File: src/design/usb_suspend_map.vh
`ifndef USB_SUSPEND_MAP_VH
`define USB_SUSPEND_MAP_VH

// Clock is 100 MHz: 10 ns period
`define CLK_PERIOD_NS      10
`define IDLE_SUSPEND_US    3000
`define IDLE_SUSPEND_CYC   ((`IDLE_SUSPEND_US * 1000) / `CLK_PERIOD_NS + 1)
`define SUSPEND_CLKOFF_US  2000
`define SUSPEND_CLKOFF_CYC ((`SUSPEND_CLKOFF_US * 1000) / `CLK_PERIOD_NS)
`define HOST_RESUME_US     20000
`define HOST_RESUME_CYC    ((`HOST_RESUME_US * 1000) / `CLK_PERIOD_NS)
`define REMOTE_K_US        10000
`define REMOTE_K_CYC       ((`REMOTE_K_US * 1000) / `CLK_PERIOD_NS)
`define WAKE_MAX_US        15000
`define WAKE_MAX_CYC       ((`WAKE_MAX_US * 1000) / `CLK_PERIOD_NS)
`define OSC_STABLE_CYC     1000
`define UNLOCK_CODE        16'hAA37
`define CMD_UNLOCK         8'hB0
`define CNT_W              21

`endif

File: src/design/level_timer.v
`timescale 1ns/1ps
`default_nettype none
// Counts consecutive cycles of a level and flags once the limit is reached
module level_timer #(
  parameter [20:0] LIMIT = 21'h00000A
) (
  input  wire        sys_clk_i,
  input  wire        rst_i,
  input  wire        level_i,
  output reg         reached_o
);
  reg [20:0] count;
  always @(posedge sys_clk_i) begin
    if (rst_i || !level_i) begin
      count     <= 21'h000000;
      reached_o <= 1'b0;
    end else if (count != LIMIT) begin
      count     <= count + 21'h000001;
      reached_o <= (count == LIMIT - 21'h000001);
    end
  end
endmodule // level_timer
`default_nettype wire

File: src/design/sticky_flag.v
`timescale 1ns/1ps
`default_nettype none
// Sticky event flag: a set in the clear cycle wins so no event is lost
module sticky_flag (
  input  wire        sys_clk_i,
  input  wire        rst_i,
  input  wire        set_i,
  input  wire        clear_i,
  output reg         flag_o
);
  always @(posedge sys_clk_i) begin
    if (rst_i)
      flag_o <= 1'b0;
    else if (set_i)
      flag_o <= 1'b1;
    else if (clear_i)
      flag_o <= 1'b0;
  end
endmodule // sticky_flag
`default_nettype wire

File: src/design/usb_suspend_resume_control.v
`timescale 1ns/1ps
`default_nettype none
`include "usb_suspend_map.vh"

module usb_suspend_resume_control (
  input  wire        sys_clk_i,
  input  wire        rst_i,
  input  wire        bus_idle_i,
  input  wire        bus_k_state_i,
  input  wire        vbus_present_i,
  input  wire        wake_request_input_i,
  input  wire        chip_select_n_i,
  input  wire        host_write_i,
  input  wire        host_a0_i,
  input  wire [15:0] host_data_i,
  input  wire        go_suspend_bit_i,
  input  wire        clock_running_bit_i,
  input  wire        powered_off_select_i,
  input  wire        chip_select_wake_enable_i,
  input  wire        soft_pullup_enable_i,
  input  wire        external_pullup_select_i,
  input  wire        suspend_irq_enable_i,
  input  wire        resume_irq_enable_i,
  input  wire        clear_suspend_flag_i,
  input  wire        clear_resume_flag_i,
  output reg         suspend_detected_flag_o,
  output reg         resume_detected_flag_o,
  output reg         bus_state_status_o,
  output reg         irq_o,
  output reg         suspend_o,
  output reg         osc_enable_o,
  output reg         clock_gate_o,
  output reg         drive_k_state_o,
  output reg         internal_pullup_o,
  output reg         write_locked_o,
  output reg         normal_operation_o
);
  localparam [2:0] ST_AWAKE   = 3'h0;
  localparam [2:0] ST_SUSPEND = 3'h1;
  localparam [2:0] ST_OSC     = 3'h2;
  localparam [2:0] ST_REMOTE  = 3'h3;
  localparam [2:0] ST_RESUMED = 3'h4;

  // Counts are plain integers; each limit keeps only the counter's 21 bits
  localparam integer IDLE_INT   = `IDLE_SUSPEND_CYC;
  localparam integer HOSTK_INT  = `HOST_RESUME_CYC;
  localparam integer CLKOFF_INT = `SUSPEND_CLKOFF_CYC;
  localparam integer K_INT      = `REMOTE_K_CYC;
  localparam integer OSC_INT    = `OSC_STABLE_CYC;
  localparam [20:0] IDLE_LIM    = IDLE_INT[20:0];
  localparam [20:0] HOSTK_LIM   = HOSTK_INT[20:0];
  localparam [20:0] CLKOFF_LIM  = CLKOFF_INT[20:0];
  localparam [20:0] K_LIM       = K_INT[20:0];
  localparam [20:0] OSC_LIM     = OSC_INT[20:0];

  reg [2:0]  state;
  reg [2:0]  next_state;
  reg [20:0] timer;
  reg        idle_suspended;
  reg        idle_suspended_d;
  reg        go_suspend_d;
  reg        remote_wake;
  reg        unlock_armed;
  reg        clk_off_pending;
  wire       idle_reached;
  wire       host_resume;
  wire       susp_flag;
  wire       resm_flag;
  wire       go_fall;
  wire       app_wake;
  wire       resume_event;
  wire       osc_on_next;

  level_timer #(.LIMIT(IDLE_LIM)) u_idle (
    .sys_clk_i (sys_clk_i),
    .rst_i     (rst_i),
    .level_i   (bus_idle_i),
    .reached_o (idle_reached)
  );

  level_timer #(.LIMIT(HOSTK_LIM)) u_hostk (
    .sys_clk_i (sys_clk_i),
    .rst_i     (rst_i),
    .level_i   (bus_k_state_i && (state == ST_SUSPEND)),
    .reached_o (host_resume)
  );

  // Bus considered suspended once idle passes the limit, until activity
  always @(posedge sys_clk_i) begin
    if (rst_i) begin
      idle_suspended   <= 1'b0;
      idle_suspended_d <= 1'b0;
      go_suspend_d     <= 1'b0;
    end else begin
      // Activity wins, so the live status drops without waiting for the timer
      if (!bus_idle_i)
        idle_suspended <= 1'b0;
      else if (idle_reached)
        idle_suspended <= 1'b1;
      idle_suspended_d <= idle_suspended;
      go_suspend_d     <= go_suspend_bit_i;
    end
  end

  assign go_fall  = go_suspend_d && !go_suspend_bit_i;
  // Chip-select wake only counts while bus power is present
  assign app_wake = wake_request_input_i ||
                    (chip_select_wake_enable_i && !chip_select_n_i && vbus_present_i);
  assign resume_event = (state == ST_OSC) && (timer == OSC_LIM);
  // Clocks stop in suspend when firmware cleared clock-running, or 2 ms on if powered-off
  assign osc_on_next  = !((state == ST_SUSPEND) &&
                          (!clock_running_bit_i ||
                           (powered_off_select_i && !clk_off_pending)));

  sticky_flag u_susp (
    .sys_clk_i (sys_clk_i),
    .rst_i     (rst_i),
    .set_i     (idle_suspended && !idle_suspended_d),
    .clear_i   (clear_suspend_flag_i),
    .flag_o    (susp_flag)
  );

  sticky_flag u_resm (
    .sys_clk_i (sys_clk_i),
    .rst_i     (rst_i),
    .set_i     (resume_event),
    .clear_i   (clear_resume_flag_i),
    .flag_o    (resm_flag)
  );

  always @* begin
    next_state = state;
    case (state)
      ST_AWAKE: begin
        if (go_fall)
          next_state = ST_SUSPEND;
      end
      ST_SUSPEND: begin
        if (host_resume || app_wake)
          next_state = ST_OSC;
      end
      ST_OSC: begin
        if (timer == OSC_LIM)
          next_state = remote_wake ? ST_REMOTE : ST_RESUMED;
      end
      ST_REMOTE: begin
        if (timer == K_LIM - 21'h000001)
          next_state = ST_RESUMED;
      end
      ST_RESUMED: next_state = ST_AWAKE;
      default:    next_state = ST_AWAKE;
    endcase
  end

  always @(posedge sys_clk_i) begin
    if (rst_i) begin
      state           <= ST_AWAKE;
      timer           <= 21'h000000;
      remote_wake     <= 1'b0;
      clk_off_pending <= 1'b0;
    end else begin
      state <= next_state;
      if (next_state != state)
        timer <= 21'h000000;
      else if (timer != 21'h1FFFFF)
        timer <= timer + 21'h000001;
      if (state == ST_SUSPEND && next_state == ST_OSC)
        remote_wake <= app_wake && !host_resume;
      if (state == ST_AWAKE && go_fall)
        clk_off_pending <= 1'b1;
      else if (state != ST_SUSPEND)
        clk_off_pending <= 1'b0;
      else if (timer == CLKOFF_LIM)
        clk_off_pending <= 1'b0;
    end
  end

  // Unlock is a command then data word; any other write disarms it
  always @(posedge sys_clk_i) begin
    if (rst_i) begin
      unlock_armed   <= 1'b0;
      write_locked_o <= 1'b0;
    end else begin
      if (host_write_i && host_a0_i)
        unlock_armed <= (host_data_i[7:0] == `CMD_UNLOCK);
      else if (host_write_i)
        unlock_armed <= 1'b0;
      if (resume_event)
        write_locked_o <= 1'b1;
      else if (host_write_i && !host_a0_i && unlock_armed && host_data_i == `UNLOCK_CODE)
        write_locked_o <= 1'b0;
    end
  end

  always @(posedge sys_clk_i) begin
    if (rst_i) begin
      suspend_detected_flag_o <= 1'b0;
      resume_detected_flag_o  <= 1'b0;
      bus_state_status_o      <= 1'b0;
      irq_o                   <= 1'b0;
      suspend_o               <= 1'b0;
      osc_enable_o            <= 1'b1;
      clock_gate_o            <= 1'b1;
      drive_k_state_o         <= 1'b0;
      internal_pullup_o       <= 1'b0;
      normal_operation_o      <= 1'b1;
    end else begin
      suspend_detected_flag_o <= susp_flag;
      resume_detected_flag_o  <= resm_flag;
      bus_state_status_o      <= idle_suspended;
      irq_o <= (susp_flag && suspend_irq_enable_i) ||
               (resm_flag && resume_irq_enable_i);
      // Output suspend only in powered-off mode; cleared as soon as wake starts
      suspend_o <= (next_state == ST_SUSPEND) && powered_off_select_i;
      osc_enable_o <= osc_on_next;
      // Same term as the oscillator, so clocks never stay routed past its stop
      clock_gate_o <= (state == ST_AWAKE) || (state == ST_REMOTE) ||
                      (state == ST_RESUMED) ||
                      ((state == ST_SUSPEND) && osc_on_next);
      drive_k_state_o   <= (next_state == ST_REMOTE);
      internal_pullup_o <= soft_pullup_enable_i && !external_pullup_select_i;
      // Stabilisation plus K-state stays well under the wake bound
      normal_operation_o <= (next_state == ST_AWAKE) || (next_state == ST_RESUMED);
    end
  end
endmodule // usb_suspend_resume_control
`default_nettype wire

File: config.mk
export PLATFORM = sky130hd
export DESIGN_NAME = usb_suspend_resume_control
export DESIGN_NICKNAME = d
export VERILOG_FILES = /design/src/design/level_timer.v /design/src/design/sticky_flag.v /design/src/design/usb_suspend_resume_control.v
export VERILOG_INCLUDE_DIRS = /design/src /design/src/design
export SDC_FILE = /design/constraint.sdc
export NUM_CORES = 1
export LEC_CHECK = 0
export BUFFER_PORTS_ARGS = -buffer_cell sky130_fd_sc_hd__buf_2
export CAP_MARGIN = 20
export CORE_MARGIN = 8
export CORE_UTILIZATION = 59
export DETAILED_ROUTE_END_ITERATION = 10
export PLACE_DENSITY = 0.85
export SLEW_MARGIN = 20
export SYNTH_ARGS = -nofsm -noshare
export SYNTH_HDL_FRONTEND = slang
export SYNTH_SLANG_ARGS = --single-unit
File: constraint.sdc
create_clock -name sys_clk_i -period 6.53 [get_ports sys_clk_i]
set_input_delay 1.959 -clock sys_clk_i [delete_from_list [all_inputs] [get_ports sys_clk_i]]
set_output_delay 1.959 -clock sys_clk_i [all_outputs]
set_load 0.01 [all_outputs]
==> results_dict.tcl <==
set metrics [dict create \
    ys_ff_latch 86 \
    required_ns 6.79 \
    cts_setup_buffers 0 \
    die_height_um 99.0 \
    synth.distinct_cells 48 \
    post_synth_fa_ha_maj_area_fraction_pct 2.16 \
    die_area_um2 9800 \
    final_layout_size_suffix_gt1_share_pct 17.8 \
    synth-compound-area-share_pct 5.24 \
    crit_fanout 21 \
    slew_violations 0 \
    ant_nets 0 \
    async_reset_ff_share_pct 0 \
    grtUsageTotal_pct 18.1 \
    peakVddDrop_mv 0.120 \
    die_w_um 99.0 \
    dp_hpwl_mm 6.26 \
    max-clock-path-buffers 2 \
    cp-start-kind "primary input" \
    grt_pass1_vias 3188 \
    fin_cells 581 \
    num_rows 30 \
    syn_area_um2 4060 \
    start_util_pct 60.5 \
    path_common_cell "nor3_1" \
    yosys.area_share.simple_pct 34.2 \
    grt_max_degree 24 \
    viasPerCell 5.72 \
    synth_edf_count 0 \
    drv_cap 0 \
    clock_latency_ns 0.35 \
    p_leak_nw 1.61 \
    drt_iter0_markers 157 \
    cts_num_sinks 86 \
    gp_congestion 0.855 \
    synth_top_family_by_area "simple AND/OR/NAND/NOR gates" \
    max_freq_ghz 0.295 \
    ioPinCount 46 \
    slowest_stage "nand2_1" \
    wl_per_cell_um 14.7 \
    period_minus_slack_ns 3.39 \
    num_vias 3322 \
    tightest_slew_ns 1.08 \
    end_kind "register" \
    synth-main-ff-cell "dfxtp_1" \
    cts_resized 0 \
    crit_arrival_ns 3.65 \
    cts_tree "yes" \
    htreeDepth 3 \
    synthXorXnorAreaFrac_pct 11.9 \
    syn-num-nets 497 \
    synthMuxAreaShare_pct 0.739 \
    reg2reg_from "timer[0]" \
    fin_crit_sh_pct 52.0 \
    hold_class "reg -> reg" \
    ys_warn_count 0 \
    multi_input_area_um2 2210 \
    clk_pin_slew_ns 0.08 \
    drc 0 \
    rrSetupSlack_ns 3.72 \
    antenna_found_initial 0 \
    final_nets 539 \
    cts_buffers 9 \
    grt_pass1_wl_mm 14.6 \
    diodes 0 \
    dp.cells 566 \
    reg2reg_depth 7 \
    drt-total-wl_mm 8.54 \
    clockRootBuffer "clkbuf_8" \
    slew_headroom_pct 28.0 \
    core_um2 6720 \
    final_core_util_pct 68.2 \
    r2r_end "timer[5]" \
    path_class "in -> reg" \
    syn_inst 455 \
    synth-seq-area-share_pct 42.4 \
    drtPass1Iterations 4 \
    max_stage_delay_ns 0.61 \
    gr-total-overflow 0 \
    path_cells "buf_2, and3b_1, nor3_1, nor2_1, nor3_1, nand2_1, nor3_2" \
    nFillCells 494 \
    finalHoldViolations 0 \
    outcome "finished clean" \
    avgSynthCellArea_um2 8.93 \
    min_to "idle_suspended" \
    finalWorstSetupSlack_ns 3.14 \
    hold_depth 2 \
    min_from "idle_suspended" \
    seqCellArea_um2 1720 \
    place_ws_ns 2.74 \
    fin_skew_ns 0.0117 \
    tns_ns 0 \
    cts_hold_buf 0 \
    io_buffers 45 \
    power_density_nw_per_um2 230 \
    setup_viol 0 \
    syn_to_final_growth_pct 12.8 \
    rsz0062_at_grt "no" \
]
[logic make-up (layout without fill, tap and decap cells)]
logic type	Yosys count	count (layout)
flops	86	86
xor+xnor	55	55
fa+ha+maj	7	7
mux	3	3
buf+inv	33	79
compound gates	30	30
simple gates	241	241
[Yosys cell counts, drive strengths merged, types with 9 or more instances]
master,instances,area [µm²]
clkbuf,12,45.0
nor4,10,77.6
inv,18,67.6
nor3,44,325
nor2,63,236
and3,9,56.3
nand2,28,105
xnor2,26,228
xor2,29,254
a21oi,10,50.1
nand4,15,93.8
nand3,26,130
dfxtp,86,1720
[worst max-delay path, delay by kind of cell]
| family | cells | cell delay [ns] |
|---|---|---|
| buf+inv | 1 | 0.10 |
| simple gates | 6 | 1.58 |
[cell usage in the layout (no fill, tap or decap), drive strengths merged, types with 2 or more instances in the layout]
cell,n
dfxtp,86
nor2,63
buf,46
nor3,44
xor2,29
nand2,28
nand3,26
xnor2,26
inv,18
nand4,15
clkbuf,11
a21oi,10
nor4,10
and3,9
and4,7
ha,7
nor2b,6
o21ai,6
nand2b,5
nand3b,4
nor4b,4
bufinv,4
a31oi,4
and2,3
mux2i,3
nor3b,3
or4bb,2
and4b,2
or3,2
a22o,2
nor4bb,2
[metrics by stage]
| stage | total power [mW] | hold WS [ns] | cell area, µm² |
|---|---|---|---|
| floorplan | 0.579 | 0.427 | 4060 |
| global placement | 0.595 | 0.454 | 4330 |
| detailed placement | 0.598 | 0.451 | 4330 |
| CTS | 1.06 | 0.471 | 4580 |
| global route | 1.09 | 0.492 | 4580 |
| finish | 1.05 | 0.471 | 4580 |
[flip-flops by register name, summed over array words and instances, names as in the netlist, 3 cells and up]
name	count
state	3
u_idle.count	21
u_hostk.count	21
timer	21
[worst max-delay path by stage]
stage / start / end / slack, ns / cells past startpoint
floorplan: chip_select_n_i / timer[0] / 3.25 / 7
global placement: vbus_present_i / timer[4] / 2.82 / 7
detailed placement: vbus_present_i / timer[4] / 2.74 / 7
CTS: vbus_present_i / timer[1] / 3.11 / 7
global route: vbus_present_i / timer[1] / 2.95 / 7
finish: vbus_present_i / timer[5] / 3.14 / 7
[report_power, final]
part | internal [mW] | switching, mW | leakage, nW
Clock | 0.291 | 0.177 | 0.124
Sequential | 0.529 | 0.00451 | 0.694
Combinational | 0.0210 | 0.0308 | 0.793
[area by class of cell]
class	count	area share (%)
inverter	18	1.47
clock inverter	4	2.62
clock buffer	11	2.87
tap	80	2.18
multi-input combinational	336	48.2
timing repair buffer	46	5.08
sequential	86	37.6
[routing by layer]
metal / GRT usage (%) / share of wire (%) / up-vias
met5: 0 / 0 / -
li1: - / - / 1671
met3: 3.95 / 3.4 / 15
met1: 22.1 / 45 / 1581
met4: 8.74 / 2.4 / 0
met2: 29.3 / 49 / 55
No activity file was read; power rests on OpenSTA's default activity.
